## src/common/usb_cfg_pkg.sv

```systemverilog
package usb_cfg_pkg;

	// ****************************************
	// Command codes and data phase lengths
	// ****************************************
	localparam logic [7:0] CMD_WR_IRQ_MASK = 8'hC2;
	localparam logic [7:0] CMD_RD_IRQ_MASK = 8'hC3;
	localparam logic [7:0] CMD_WR_DMA_CFG  = 8'hF0;
	localparam logic [7:0] CMD_RD_DMA_CFG  = 8'hF1;
	localparam logic [2:0] LEN_IRQ_MASK    = 3'h4;
	localparam logic [2:0] LEN_DMA_CFG     = 3'h2;

	// ****************************************
	// Interrupt enable mask layout
	// ****************************************
	localparam logic [31:0] IRQ_MASK_RESET     = 32'h00000000;
	localparam logic [31:0] IRQ_MASK_USED      = 32'h00FFFF7F;
	localparam logic [31:0] IRQ_MASK_RSVD_HIGH = 32'hFF000000;
	localparam int          POS_ENDPOINT_LO    = 10;
	localparam int          POS_CTRL_IN        = 9;
	localparam int          POS_CTRL_OUT       = 8;
	localparam int          POS_SHORT_PACKET   = 6;
	localparam int          POS_PSEUDO_FRAME   = 5;
	localparam int          POS_FRAME_START    = 4;
	localparam int          POS_TRANSFER_END   = 3;
	localparam int          POS_SUSPEND        = 2;
	localparam int          POS_RESUME         = 1;
	localparam int          POS_BUS_RESET      = 0;

	// ****************************************
	// DMA configuration layout
	// ****************************************
	localparam logic [15:0] DMA_CFG_RESET       = 16'h0000;
	localparam int          POS_COUNTER_END     = 15;
	localparam int          POS_SHORT_MODE      = 14;
	localparam int          POS_ENDPOINT_SEL    = 4;
	localparam int          POS_DMA_RUN         = 3;
	localparam int          POS_BURST_SEL       = 0;
	localparam logic [1:0]  BURST_SINGLE        = 2'h0;
	localparam logic [1:0]  BURST_FOUR          = 2'h1;
	localparam logic [1:0]  BURST_EIGHT         = 2'h2;
	localparam logic [4:0]  BURST_BYTES_1       = 5'h01;
	localparam logic [4:0]  BURST_BYTES_4       = 5'h04;
	localparam logic [4:0]  BURST_BYTES_8       = 5'h08;
	localparam logic [4:0]  BURST_BYTES_16      = 5'h10;

	// ****************************************
	// Host controller register offsets
	// ****************************************
	localparam logic [7:0] OFS_COMMAND = 8'h00;
	localparam logic [7:0] OFS_WDATA   = 8'h04;
	localparam logic [7:0] OFS_RDATA   = 8'h08;
	localparam logic [7:0] OFS_STATUS  = 8'h0C;
	localparam int         POS_IN_DIR  = 8;

endpackage

```

## src/common/usb_cfg_if.sv

```systemverilog
`timescale 1ns/10ps
interface usb_cfg_if;
	logic       cmd_strobe;
	logic       wr_strobe;
	logic       rd_strobe;
	logic [7:0] wdata;
	logic [7:0] rdata;

	modport host (
		output cmd_strobe,
		output wr_strobe,
		output rd_strobe,
		output wdata,
		input  rdata
	);

	modport dev (
		input  cmd_strobe,
		input  wr_strobe,
		input  rd_strobe,
		input  wdata,
		output rdata
	);
endinterface

```

## src/usb_cfg_dev.sv

```systemverilog
`timescale 1ns/10ps
module usb_cfg_dev (
	// Clock and reset.
	input  wire logic        i_clk_sys,
	input  wire logic        i_srst,
	// Command link.
	usb_cfg_if.dev           link,
	// Bus and event inputs.
	input  wire logic        i_bus_reset,
	input  wire logic [31:0] i_event_set,
	input  wire logic [31:0] i_event_clear,
	// DMA engine side.
	input  wire logic [15:0] i_dma_count,
	input  wire logic        i_dma_byte_done,
	input  wire logic        i_short_out_packet,
	// Outputs.
	output logic             o_irq,
	output logic             o_dma_run,
	output logic             o_dma_reload,
	output logic             o_dma_abort,
	output logic             o_eot,
	output logic [3:0]       o_dma_endpoint,
	output logic [4:0]       o_burst_bytes,
	output logic [15:0]      o_byte_count
);
	import usb_cfg_pkg::*;

	// ****************************************
	// Command decode
	// ****************************************
	logic [7:0]  cmd_code;
	logic [1:0]  byte_idx;
	logic [31:0] shadow;
	logic [31:0] interrupt_enable_mask;
	logic [15:0] dma_configuration;
	logic        dma_run;
	logic [31:0] pending;
	logic [15:0] byte_count;
	logic        mask_commit;
	logic        dma_commit;
	logic [15:0] next_dma_cfg;
	logic [31:0] read_word;
	logic        dma_start;
	logic        dma_stop_write;
	logic        reach_zero;
	logic        eot_cond;

	// Every data byte advances the index; the command phase resets it.
	always_ff @(posedge i_clk_sys) begin
		if (i_srst) begin
			cmd_code <= 8'h00;
			byte_idx <= 2'h0;
		end else if (link.cmd_strobe) begin
			cmd_code <= link.wdata;
			byte_idx <= 2'h0;
		end else if (link.wr_strobe || link.rd_strobe) begin
			byte_idx <= byte_idx + 2'h1;
		end
	end

	// Written bytes collect here, lowest byte first, until the last arrives.
	always_ff @(posedge i_clk_sys) begin
		if (i_srst) begin
			shadow <= 32'h00000000;
		end else if (link.wr_strobe) begin
			shadow[{byte_idx, 3'h0} +: 8] <= link.wdata;
		end
	end

	assign mask_commit = link.wr_strobe && (cmd_code == CMD_WR_IRQ_MASK)
		&& ({1'b0, byte_idx} == LEN_IRQ_MASK - 3'h1);
	assign dma_commit = link.wr_strobe && (cmd_code == CMD_WR_DMA_CFG)
		&& ({1'b0, byte_idx} == LEN_DMA_CFG - 3'h1);
	assign next_dma_cfg = {link.wdata, shadow[7:0]};

	// ****************************************
	// Interrupt enable mask
	// ****************************************
	// A bus reset does not touch the mask; only hardware reset clears it.
	always_ff @(posedge i_clk_sys) begin
		if (i_srst) begin
			interrupt_enable_mask <= IRQ_MASK_RESET;
		end else if (mask_commit) begin
			interrupt_enable_mask <= {link.wdata, shadow[23:0]};
		end
	end

	// Pending events are sticky; a set in the cycle of its clear wins.
	always_ff @(posedge i_clk_sys) begin
		if (i_srst) begin
			pending <= 32'h00000000;
		end else begin
			pending <= (pending & ~i_event_clear) | (i_event_set & IRQ_MASK_USED);
		end
	end

	// Each event position is gated by the mask bit at the same position.
	always_ff @(posedge i_clk_sys) begin
		if (i_srst) begin
			o_irq <= 1'b0;
		end else begin
			o_irq <= |(pending & interrupt_enable_mask & IRQ_MASK_USED);
		end
	end

	// ****************************************
	// DMA configuration
	// ****************************************
	assign dma_start      = dma_commit && next_dma_cfg[POS_DMA_RUN] && !dma_run;
	assign dma_stop_write = dma_commit && !next_dma_cfg[POS_DMA_RUN] && dma_run;
	assign reach_zero     = dma_run && i_dma_byte_done && (byte_count == 16'h0001);
	assign eot_cond = (dma_configuration[POS_COUNTER_END] && reach_zero)
		|| (dma_configuration[POS_SHORT_MODE] && dma_run && i_short_out_packet);

	// The stored copy keeps all bits, the run bit too; the live run bit lives apart in dma_run.
	always_ff @(posedge i_clk_sys) begin
		if (i_srst) begin
			dma_configuration <= DMA_CFG_RESET;
		end else if (dma_commit) begin
			dma_configuration <= next_dma_cfg;
		end
	end

	// Bus reset wins over a write in the same cycle and stops DMA.
	always_ff @(posedge i_clk_sys) begin
		if (i_srst) begin
			dma_run <= 1'b0;
		end else if (i_bus_reset) begin
			dma_run <= 1'b0;
		end else if (dma_commit) begin
			dma_run <= next_dma_cfg[POS_DMA_RUN];
		end else if (eot_cond) begin
			dma_run <= 1'b0;
		end
	end

	// The counter reloads whenever DMA goes from stopped to running.
	always_ff @(posedge i_clk_sys) begin
		if (i_srst) begin
			byte_count <= 16'h0000;
		end else if (dma_start && !i_bus_reset) begin
			byte_count <= i_dma_count;
		end else if (dma_run && i_dma_byte_done && (byte_count != 16'h0000)) begin
			byte_count <= byte_count - 16'h0001;
		end
	end

	// Event pulses towards the DMA engine.
	always_ff @(posedge i_clk_sys) begin
		if (i_srst) begin
			o_dma_reload <= 1'b0;
			o_dma_abort  <= 1'b0;
			o_eot        <= 1'b0;
		end else begin
			o_dma_reload <= dma_start && !i_bus_reset;
			o_dma_abort  <= dma_stop_write && !i_bus_reset;
			o_eot        <= eot_cond && !i_bus_reset && !dma_commit;
		end
	end

	// Decoded configuration outputs.
	always_ff @(posedge i_clk_sys) begin
		if (i_srst) begin
			o_dma_endpoint <= 4'h0;
			o_burst_bytes  <= BURST_BYTES_1;
			o_dma_run      <= 1'b0;
			o_byte_count   <= 16'h0000;
		end else begin
			o_dma_endpoint <= dma_configuration[POS_ENDPOINT_SEL +: 4];
			o_dma_run      <= dma_run;
			o_byte_count   <= byte_count;
			unique case (dma_configuration[POS_BURST_SEL +: 2])
				BURST_SINGLE: o_burst_bytes <= BURST_BYTES_1;
				BURST_FOUR:   o_burst_bytes <= BURST_BYTES_4;
				BURST_EIGHT:  o_burst_bytes <= BURST_BYTES_8;
				default:      o_burst_bytes <= BURST_BYTES_16;
			endcase
		end
	end

	// ****************************************
	// Read data
	// ****************************************
	// The run bit reads back live, so an end of transfer shows as zero.
	always_comb begin
		read_word = 32'h00000000;
		if (cmd_code == CMD_RD_IRQ_MASK) begin
			read_word = interrupt_enable_mask;
		end else if (cmd_code == CMD_RD_DMA_CFG) begin
			read_word[15:0]        = dma_configuration;
			read_word[POS_DMA_RUN] = dma_run;
		end
	end

	always_ff @(posedge i_clk_sys) begin
		if (i_srst) begin
			link.rdata <= 8'h00;
		end else if (link.rd_strobe) begin
			link.rdata <= read_word[{byte_idx, 3'h0} +: 8];
		end
	end

endmodule

```

## src/flat_wrapper.sv

```systemverilog
// flat-port wrapper written by rule: the top's interface ports become plain ports
module usb_cfg_dev_flat import usb_cfg_pkg::*;
  (i_clk_sys, i_srst, i_bus_reset, i_event_set, i_event_clear, i_dma_count, i_dma_byte_done, i_short_out_packet, o_irq, o_dma_run, o_dma_reload, o_dma_abort, o_eot, o_dma_endpoint, o_burst_bytes, o_byte_count, link_cmd_strobe, link_wr_strobe, link_rd_strobe, link_wdata, link_rdata);
  usb_cfg_if link_i ();
  input  wire logic i_clk_sys;
  input  wire logic i_srst;
  input  wire logic i_bus_reset;
  input  wire logic [31:0] i_event_set;
  input  wire logic [31:0] i_event_clear;
  input  wire logic [15:0] i_dma_count;
  input  wire logic i_dma_byte_done;
  input  wire logic i_short_out_packet;
  output logic o_irq;
  output logic o_dma_run;
  output logic o_dma_reload;
  output logic o_dma_abort;
  output logic o_eot;
  output logic [3:0] o_dma_endpoint;
  output logic [4:0] o_burst_bytes;
  output logic [15:0] o_byte_count;
  input wire logic [$bits(link_i.cmd_strobe)-1:0] link_cmd_strobe;
  input wire logic [$bits(link_i.wr_strobe)-1:0] link_wr_strobe;
  input wire logic [$bits(link_i.rd_strobe)-1:0] link_rd_strobe;
  input wire logic [$bits(link_i.wdata)-1:0] link_wdata;
  output wire logic [$bits(link_i.rdata)-1:0] link_rdata;
  assign link_i.cmd_strobe = link_cmd_strobe;
  assign link_i.wr_strobe = link_wr_strobe;
  assign link_i.rd_strobe = link_rd_strobe;
  assign link_i.wdata = link_wdata;
  assign link_rdata = link_i.rdata;
  usb_cfg_dev u_core (.i_clk_sys(i_clk_sys), .i_srst(i_srst), .link(link_i), .i_bus_reset(i_bus_reset), .i_event_set(i_event_set), .i_event_clear(i_event_clear), .i_dma_count(i_dma_count), .i_dma_byte_done(i_dma_byte_done), .i_short_out_packet(i_short_out_packet), .o_irq(o_irq), .o_dma_run(o_dma_run), .o_dma_reload(o_dma_reload), .o_dma_abort(o_dma_abort), .o_eot(o_eot), .o_dma_endpoint(o_dma_endpoint), .o_burst_bytes(o_burst_bytes), .o_byte_count(o_byte_count));
endmodule
```

## config.mk

```make
export PLATFORM = sky130hd
export DESIGN_NAME = usb_cfg_dev_flat
export DESIGN_NICKNAME = d
export VERILOG_FILES = /design/src/common/usb_cfg_pkg.sv /design/src/common/usb_cfg_if.sv /design/src/usb_cfg_dev.sv /design/src/flat_wrapper.sv
export SDC_FILE = /design/constraint.sdc
export NUM_CORES = 1
export LEC_CHECK = 0
export ABC_AREA = 1
export BUFFER_PORTS_ARGS = -buffer_cell sky130_fd_sc_hd__buf_2
export CAP_MARGIN = 20
export CORE_ASPECT_RATIO = 1.2
export CORE_UTILIZATION = 58
export DETAILED_ROUTE_END_ITERATION = 8
export PLACE_DENSITY = 0.89
export SLEW_MARGIN = 15
export SYNTH_ARGS = -nofsm -noshare
export SYNTH_HDL_FRONTEND = slang
export SYNTH_SLANG_ARGS = --single-unit
```

## constraint.sdc

```tcl
create_clock -name i_clk_sys -period 5.5 [get_ports i_clk_sys]
set_input_delay 1.1 -clock i_clk_sys [delete_from_list [all_inputs] [get_ports i_clk_sys]]
set_output_delay 1.1 -clock i_clk_sys [all_outputs]
set_load 0.02 [all_outputs]
```

==> results_dict.tcl, run 1 <==
set metrics [dict create \
    seq_area_frac_synth 0.4722 \
    clock-sinks 158 \
    fill_cells 961 \
    crit_chain "inv_1 -> ha_1 -> nand2_1 -> nor2_1 -> nand3_1 -> nor2_2 -> nand4_1 -> nand2_1 -> nand2_1 -> nand2_1" \
    crit_path_start_kind "flip-flop" \
    crit_type "reg2reg" \
    post_cts_resized 0 \
    route.detailed.drc 0 \
    die_area_um2 11990 \
    detail_route.vias_per_cell 5.366 \
    synth_top_area_cell "dfxtp_1" \
    cap_violations 0 \
    finalHoldViolations 0 \
    grt.total_usage 0.2882 \
    die_w_um 100.1 \
    coreArea_um2 11140 \
    slew_violations 0 \
    p_leak_nw 3.537 \
    cts_tree "yes" \
    syn_to_final_growth_pct 16.60 \
    drt-initial-drc-count 488 \
    die_h_um 119.7 \
    slew_headroom 0.2855 \
    num_vias 6429 \
    netlist.area_leader.share 0.4722 \
    drive_gt1_frac 0.1552 \
    grt_max_degree 76 \
    swShare 0.2399 \
    min_to "u_core.interrupt_enable_mask[30]$_SDFFE_PP0P_" \
    clk_latency_ps 420 \
    dr.pass1.iters 5 \
    initial_core_util 0.6013 \
    critPathTopFamily "simple AND/OR/NAND/NOR gates" \
    timing.reg2reg.setup_slack_ps 2250 \
    cts_buffers 17 \
    internal_power_w 0.001806 \
    syn_area_per_cell_um2 7.119 \
    finClkSkew_ps 10.04 \
    syn_inst 941 \
    holdWs_ps 452.5 \
    rsz0062_at_grt "false" \
    synth.ff_latch_count 158 \
    grt_overflow_total 0 \
    ys_top_cells_by_area "dfxtp_1 47%, nor2_1 8.7%, nand2_1 8.3%" \
    crit_cells 10 \
    hp-class "reg2reg" \
    critPathRequiredTime_ps 5870 \
    cp_common_cell "nand2_1" \
    slowest_delay_ps 730 \
    synth_area_um2 6699 \
    hpwl_um 11080 \
    clock_tree.root_cell "clkbuf_16" \
    htreeDepth 4 \
    holdPathStages 2 \
    max-vdd-ir-drop_v 0.0002604 \
    io_pins 134 \
    sequentialPowerShare 0.500 \
    arrival_ps 3610 \
    path_clk_slew_ps 60 \
    min_from "u_core.interrupt_enable_mask[30]$_SDFFE_PP0P_" \
    core.rowCount 42 \
    critPathSlowestCell "nand3_1" \
    setup_viol 0 \
    postCtsSetupRepairBufs 0 \
    clockBufferDepth 2 \
    yosysUniqueCellTypes 33 \
    antenna_cells 0 \
    worstSetupEndpointType "flip-flop" \
    synth_edf_count 0 \
    wl_um 16590 \
    fin_crit_ps 3246 \
    syn_nets 1044 \
    r2r-start "u_core.byte_idx[1]$_SDFFE_PP0P_" \
    powerDensity_nw_per_um2 304.2 \
    status "finished clean" \
    nets 1136 \
    place.gp.congestion 0.9188 \
    fmax_ghz 0.3081 \
    clockPowerShare 0.434 \
    synthTopCellsByCount "158 x dfxtp_1, 156 x nor2_1, 149 x nand2_1" \
    netSwitchingPower_w 0.0005700 \
    avgRoutedWirePerCell_um 13.85 \
    postPlaceCellArea_um2 7295 \
    crit_buf_inv 1 \
    async_reset_ff_frac 0 \
    rr_worst_depth 10 \
    p_total_w 0.002376 \
    ctsHoldBuffers 0 \
    dominantRegCellSynth "dfxtp_1" \
    grt_pass1_wl_um 26770 \
    worst_pin_slew_ps 1072 \
    p_comb_frac 0.066 \
    grt_pass1_vias 5831 \
    cp_max_fo 31 \
    finalSetupTns_ps 0 \
    rr_endpoint "u_core.byte_count[11]$_SDFFE_PP0P_" \
    layout_worst_path_cycle_share 0.5901 \
    ys_warn_count 0 \
    synth.most_common_cell "dfxtp_1" \
    port_buffers 114 \
    final_area_um2 7811 \
    final_antenna_net_count 0 \
    antenna_found_initial 0 \
]
[power by group through the flow]
stage | Combinational (W) | Clock [W] | Sequential, W
final | 0.000157 | 0.00103 | 0.00119
after global routing | 0.000174 | 0.00109 | 0.00119
after CTS | 0.000155 | 0.00105 | 0.00119
after detailed placement | 0.000153 | 0 | 0.00121
after global placement | 0.000150 | 0 | 0.00121
after floorplan | 0.0000933 | 0 | 0.00121
[metal layers]
metal / GRT usage / routed length, um / part of all wire / up-vias
met5: 0 / 0 / 0 / -
met4: 0.1567 / 620 / 0.037 / 0
met3: 0.06115 / 1215 / 0.073 / 50
met2: 0.4819 / 8093 / 0.49 / 275
met1: 0.3441 / 6661 / 0.40 / 2903
li1: - / - / - / 3201
[worst max path at each step]
stage                                          startpoint                                  to  slack, ps
final                     u_core.byte_idx[1]$_SDFFE_PP0P_  u_core.byte_count[11]$_SDFFE_PP0P_       2250
after global routing      u_core.byte_idx[1]$_SDFFE_PP0P_  u_core.byte_count[13]$_SDFFE_PP0P_       1970
after CTS                 u_core.byte_idx[1]$_SDFFE_PP0P_  u_core.byte_count[11]$_SDFFE_PP0P_       2340
after detailed placement                   link_wr_strobe  u_core.byte_count[13]$_SDFFE_PP0P_       2160
after global placement                     link_wr_strobe  u_core.byte_count[13]$_SDFFE_PP0P_       2220
after floorplan                            link_wr_strobe  u_core.byte_count[13]$_SDFFE_PP0P_       3400
[layout by cell type, fill, tap and decap left out, types with 2 or more instances in the layout]
cell type,n
a211oi_1,11
a21oi_1,87
buf_2,114
buf_4,3
clkbuf_1,2
clkbuf_16,17
clkinv_2,4
clkinv_4,4
clkinvlp_4,2
dfxtp_1,158
ha_1,7
inv_1,113
inv_2,5
nand2_1,149
nand2_4,2
nand3_1,72
nand4_1,9
nor2_1,156
nor2_2,4
nor3_1,4
nor3_2,3
o21ai_0,73
o21ai_1,26
o22ai_1,2
xor2_1,6
[logic make-up (layout without fill, tap and decap cells)]
group | count (synthesis) | after routing | share of synthesized area
compound gates | 201 | 201 | 0.1552
xor+xnor | 6 | 6 | 0.007845
flops | 158 | 158 | 0.4722
buf+inv | 163 | 266 | 0.09507
simple gates | 405 | 405 | 0.2561
other cells | 1 | 1 | 0.0005598
fa+ha+maj | 7 | 7 | 0.01307
[cell type report]
class,count,area [um^2],area share
sequential,158,3163,0.4049
multi-input combinational,620,2899,0.3711
timing repair buffer,117,593.1,0.07593
clock buffer,20,446.7,0.05718
inverter,119,446.7,0.05718
tap,154,192.7,0.02467
clock inverter,10,70.07,0.008970
[tightest hold or removal path: cells and delay by family, from the launching register on]
kind	cells	cell delay [ps]
buf+inv	1	60
compound gates	1	50
flops	1	300
[metrics by stage]
step,std cells,util,setup slack [ps]
final,1198,0.7011,2254
after global routing,1198,0.7011,1968
after CTS,1198,0.7011,2338
after detailed placement,1168,0.6548,2160
after global placement,1168,0.6548,2220
after floorplan,941,-,3405
[sequential cells by signal (all words and copies together) (netlist names), 8 cells and up]
name                          count
u_core.interrupt_enable_mask     32
u_core.shadow                    24
u_core.pending                   23
u_core.byte_count                16
u_core.o_byte_count              16
u_core.dma_configuration         15
u_core.cmd_code                   8
u_core.link.rdata                 8
Power figures use the tool's default switching activity.
==> run 2, diff against run 1 <==
--- a/config.mk
+++ b/config.mk
@@ -9,9 +9,9 @@
 export BUFFER_PORTS_ARGS = -buffer_cell sky130_fd_sc_hd__buf_2
 export CAP_MARGIN = 20
 export CORE_ASPECT_RATIO = 1.2
-export CORE_UTILIZATION = 58
+export CORE_UTILIZATION = 55
 export DETAILED_ROUTE_END_ITERATION = 8
-export PLACE_DENSITY = 0.89
+export PLACE_DENSITY = 0.86
 export SLEW_MARGIN = 15
 export SYNTH_ARGS = -nofsm -noshare
 export SYNTH_HDL_FRONTEND = slang
==> constraint.sdc (replaced) <==
create_clock -name i_clk_sys -period 3 [get_ports i_clk_sys]
set_input_delay 0.6 -clock i_clk_sys [delete_from_list [all_inputs] [get_ports i_clk_sys]]
set_output_delay 0.6 -clock i_clk_sys [all_outputs]
set_load 0.02 [all_outputs]
==> run 2 against run 1 <==
Die area increased by 5.4%. First-iteration DRC count decreased by 11%. Cell count is 1.0% higher. Via count is 0.68% lower. Clock skew shrank 0.92 ps. Flip-flop and latch count is the same. Combinational power up 90%. Clock power grew 100%. Worst setup slack got worse by 1400 ps. Fmax up 53%. Critical path type unchanged.
==> results_dict.tcl, run 2 (synthesis gave the netlist of run 1 again) <==
set metrics [dict create \
    status "finished clean" \
    cap_violations 0 \
    cp_max_fo 26 \
    final_util 0.6767 \
    final_antenna_net_count 0 \
    grt_pass1_vias 5728 \
    core.rowCount 43 \
    worst_pin_slew_ps 788.6 \
    slew_violations 0 \
    place.gp.congestion 0.9260 \
    reg_top3 "u_core.interrupt_enable_mask (32), u_core.shadow (24), u_core.pending (23)" \
    drive_gt1_frac 0.1624 \
    clock_tree.root_cell "clkbuf_16" \
    stdcell_count 1210 \
    initial_core_util 0.5712 \
    final_common_cell "dfxtp_1" \
    wl_um 16690 \
    rsz0062_at_grt "false" \
    timing.reg2reg.setup_slack_ps 880 \
    dr.pass1.iters 4 \
    worstSetupEndpointType "flip-flop" \
    clk_latency_ps 420 \
    final_area_um2 7936 \
    htreeDepth 4 \
    fmax_ghz 0.4723 \
    clock-sinks 158 \
    avgRoutedWirePerCell_um 13.79 \
    critPathRequiredTime_ps 3340 \
    cts_tree "yes" \
    route.detailed.drc 0 \
    fin_crit_ps 2117 \
    path_clk_slew_ps 60 \
    layout_worst_path_cycle_share 0.7058 \
    largest_reg_flops 32 \
    crit_type "reg2reg" \
    crit_path_end "u_core.shadow[22]$_SDFFE_PP0P_" \
    grt_pass1_wl_um 26500 \
    finClkSkew_ps 9.123 \
    finalSetupTns_ps 0 \
    port_buffers 114 \
    regMostFlops "u_core.interrupt_enable_mask" \
    hpwl_um 11400 \
    grt.total_usage 0.2758 \
    die_h_um 122.9 \
    antenna_cells 0 \
    grt_max_degree 73 \
    detail_route.vias_per_cell 5.277 \
    crit_path_start_kind "flip-flop" \
    postCtsSetupRepairBufs 0 \
    io_pins 134 \
    grt_overflow_total 0 \
    seqCellArea_um2 3163 \
    hp-class "in2reg" \
    dp.cells 1178 \
    antenna_found_initial 0 \
    drt-initial-drc-count 433 \
    p_total_w 0.004578 \
    slew_headroom 0.4743 \
    postPlaceCellArea_um2 7351 \
    multi_input_area_um2 2899 \
    ctsHoldBuffers 0 \
    holdPathStages 3 \
    die_area_um2 12630 \
    max-vdd-ir-drop_v 0.0004015 \
    syn_to_final_growth_pct 18.47 \
    final_cell_mix "158 x dfxtp_1, 156 x nor2_1, 149 x nand2_1, 114 x buf_2, 113 x inv_1" \
    coreArea_um2 11730 \
    nets 1143 \
    crit_start "u_core.byte_idx[0]$_SDFFE_PP0P_" \
    powerDensity_nw_per_um2 576.8 \
    cts_buffers 17 \
    clockBufferDepth 2 \
    rr_endpoint "u_core.shadow[22]$_SDFFE_PP0P_" \
    r2r-start "u_core.byte_idx[0]$_SDFFE_PP0P_" \
    finalHoldViolations 0 \
    setup_viol 0 \
    rr_worst_depth 6 \
    post_cts_resized 0 \
    fill_cells 996 \
    num_vias 6385 \
    die_w_um 102.7 \
    arrival_ps 2460 \
    p_leak_nw 3.593 \
]
## run 2: cell type report
type                            instances  area share
Clock buffer                           20     0.05628
Sequential cell                       158      0.3985
Multi-Input combinational cell        620      0.3653
Clock inverter                         12     0.01750
Tap cell                              157     0.02475
Timing Repair Buffer                  124     0.08135
Inverter                              119     0.05628
## run 2: power breakdown
group / total [W] / leakage (nW) / internal [W] / switching, W
Clock: 0.00211 / 0.273 / 0.00125 / 0.000856
Sequential: 0.00217 / 1.28 / 0.00214 / 0.0000273
Combinational: 0.000299 / 2.04 / 0.000105 / 0.000193
Total: 0.00458 / 3.59 / 0.00350 / 0.00108
## run 2: worst max-delay path, cell delays in order, from the launching register on
cell and delay, ps:
dfxtp_1 340, buf_4 280, inv_2 190, ha_1 380, nor3_2 500, nand3_1 160, a21oi_1 180
## run 2: worst min path at each step
stage	end	slack, ps	startpoint
detailed placement	u_core.o_dma_endpoint[2]$_SDFF_PP0_	440	u_core.dma_configuration[6]$_SDFFE_PP0N_
floorplan	u_core.o_dma_endpoint[0]$_SDFF_PP0_	420	u_core.dma_configuration[4]$_SDFFE_PP0N_
global placement	u_core.interrupt_enable_mask[28]$_SDFFE_PP0P_	440	u_core.interrupt_enable_mask[28]$_SDFFE_PP0P_
finish	u_core.pending[11]$_SDFF_PP0_	380	i_event_set[11]
CTS	u_core.pending[9]$_SDFF_PP0_	370	i_event_set[9]
global route	u_core.pending[10]$_SDFF_PP0_	380	i_event_set[10]
## run 2: metrics by stage
stage | hold WS [ps] | setup slack (ps)
floorplan | 424.4 | 924.2
global placement | 437.4 | 993.9
detailed placement | 438.7 | 941.8
CTS | 369.0 | 917.0
global route | 378.8 | 674.7
finish | 379.9 | 882.6
## run 2: per-layer routing
layer  up-vias  track usage  part of all wire
met5         -            0                 0
met4         0       0.1514             0.041
li1       3213            -                 -
met2       243       0.4625              0.49
met1      2876       0.3213              0.41
met3        53      0.06727             0.063
==> run 3, diff against run 2 <==
==> constraint.sdc (replaced) <==
create_clock -name i_clk_sys -period 1.95 [get_ports i_clk_sys]
set_input_delay 0.39 -clock i_clk_sys [delete_from_list [all_inputs] [get_ports i_clk_sys]]
set_output_delay 0.39 -clock i_clk_sys [all_outputs]
set_load 0.02 [all_outputs]
==> run 3 against run 2 <==
Worst setup slack got worse by 770 ps. Clock skew about the same. Core utilization increased by 1.2 points. Final area increased by 1.7%. Clock power increased by 53%. Critical path depth increased by 5. First-iteration DRC count decreased by 3.5%. Highest routed layer unchanged. Largest power group unchanged. Die area unchanged.
==> results_dict.tcl, run 3 (synthesis gave the netlist of run 1 again) <==
set metrics [dict create \
    status "finished clean" \
    cap_violations 0 \
    die_w_um 102.7 \
    dr.pass1.iters 5 \
    dp.cells 1189 \
    cts_buffers 17 \
    hp-class "in2reg" \
    num_vias 6562 \
    antenna_cells 0 \
    stdcell_count 1226 \
    clock-sinks 158 \
    nets 1159 \
    p_total_w 0.007037 \
    final_antenna_net_count 0 \
    rr_worst_depth 11 \
    detail_route.vias_per_cell 5.352 \
    largest_reg_flops 32 \
    layout_worst_path_cycle_share 0.9414 \
    setup_viol 0 \
    grt_pass1_vias 5846 \
    min_from "i_event_set[9]" \
    cp_max_fo 7 \
    regMostFlops "u_core.interrupt_enable_mask" \
    arrival_ps 2150 \
    finClkSkew_ps 9.554 \
    clock_tree.root_cell "clkbuf_16" \
    reg_top3 "u_core.interrupt_enable_mask (32), u_core.shadow (24), u_core.pending (23)" \
    seqCellArea_um2 3163 \
    timing.reg2reg.setup_slack_ps 110 \
    grt_pass1_wl_um 27000 \
    max-vdd-ir-drop_v 0.0005620 \
    rr_endpoint "u_core.byte_count[11]$_SDFFE_PP0P_" \
    io_pins 134 \
    clk_latency_ps 420 \
    port_buffers 114 \
    r2r-start "u_core.byte_count[0]$_SDFFE_PP0P_" \
    wl_um 16940 \
    initial_core_util 0.5712 \
    final_common_cell "dfxtp_1" \
    final_cell_mix "158 x dfxtp_1, 155 x nor2_1, 149 x nand2_1, 114 x buf_2, 112 x inv_1" \
    fmax_ghz 0.5447 \
    htreeDepth 4 \
    clockBufferDepth 2 \
    slew_headroom 0.6452 \
    critPathRequiredTime_ps 2260 \
    worstSetupEndpointType "flip-flop" \
    slew_violations 0 \
    crit_path_start_kind "flip-flop" \
    finalHoldViolations 0 \
    antenna_found_initial 0 \
    drt-initial-drc-count 418 \
    holdPathStages 3 \
    die_h_um 122.9 \
    syn_to_final_growth_pct 20.55 \
    grt.total_usage 0.2796 \
    core.rowCount 43 \
    worst_pin_slew_ps 532.2 \
    fill_cells 1011 \
    grt_max_degree 57 \
    finalSetupTns_ps 0 \
    min_to "u_core.pending[9]$_SDFF_PP0_" \
    crit_type "reg2reg" \
    fin_crit_ps 1836 \
    coreArea_um2 11730 \
    hpwl_um 11820 \
    path_clk_slew_ps 70 \
    cts_tree "yes" \
    route.detailed.drc 0 \
    grt_overflow_total 0 \
    avgRoutedWirePerCell_um 13.81 \
    place.gp.congestion 0.9257 \
    multi_input_area_um2 2923 \
    drive_gt1_frac 0.1787 \
    powerDensity_nw_per_um2 871.4 \
    die_area_um2 12630 \
    p_leak_nw 3.682 \
    rsz0062_at_grt "true" \
]
-- run 3: cell count changes in the layout (fill, tap and decap cells not counted), moves of 3 or more --
cell	previous run	this run
buf_4	10	23
clkinv_4	4	1
clkinvlp_4	4	0
inv_6	1	8
-- run 3: worst max-delay path: stages (launching register included) --
cell and delay (ps):
dfxtp_1 330, inv_1 120, ha_1 260, nand2_1 140
nor2_1 160, nand2_1 150, nand2_4 160, nand2_4 90
nand2_2 140, clkinv_1 80, nand2_1 70, nand2_1 40
-- run 3: per-stage QoR --
step	hold WS [ps]	setup WS, ps	utilization	area [um^2]
floorplan	424.4	29.55	-	6708
global placement	436.7	161.3	0.6354	7452
CTS	163.3	72.05	0.6841	8024
finish	167.3	114.2	0.6885	8075
global route	169.8	-2.371	0.6885	8075
detailed placement	443.1	93.81	0.6354	7452
-- run 3: final cells by class --
type,instances,area share
Clock buffer,17,0.05268
Clock inverter,15,0.01813
Inverter,119,0.05531
Multi-Input combinational cell,621,0.3619
Sequential cell,158,0.3917
Tap cell,157,0.02433
Timing Repair Buffer,139,0.09591
-- run 3: power by group --
part,internal (W),switching [W]
sequential,0.00330,0.0000457
clock,0.00180,0.00142
combinational,0.000175,0.000301
-- run 3: metal layers --
metal,wire [um],part of all wire,global-route usage,vias to the layer above
met5,0,0,0,-
met4,622,0.037,0.1320,0
met3,1224,0.072,0.06501,45
met2,8341,0.49,0.4804,271
met1,6747,0.40,0.3268,2998
li1,-,-,-,3248
-- run 3: worst max path at each step --
| stage | start | end | slack (ps) | cells past startpoint |
|---|---|---|---|---|
| after floorplan | u_core.byte_idx[1]$_SDFFE_PP0P_ | u_core.shadow[22]$_SDFFE_PP0P_ | 30 | 8 |
| after global placement | u_core.byte_idx[0]$_SDFFE_PP0P_ | u_core.shadow[10]$_SDFFE_PP0P_ | 160 | 6 |
| after detailed placement | u_core.byte_idx[0]$_SDFFE_PP0P_ | u_core.shadow[8]$_SDFFE_PP0P_ | 90 | 6 |
| after CTS | u_core.byte_idx[0]$_SDFFE_PP0P_ | u_core.shadow[8]$_SDFFE_PP0P_ | 70 | 6 |
| after global routing | u_core.byte_idx[0]$_SDFFE_PP0P_ | u_core.shadow[4]$_SDFFE_PP0P_ | -2 | 6 |
| final | u_core.byte_count[0]$_SDFFE_PP0P_ | u_core.byte_count[11]$_SDFFE_PP0P_ | 110 | 11 |
-- run 3: what timing repair did --
action	CTS	global route
endpoints found under the setup margin	0	31
gates resized for setup	0	4
buffers inserted	0	4
hold endpoints to repair	0	0
hold buffers	0	0
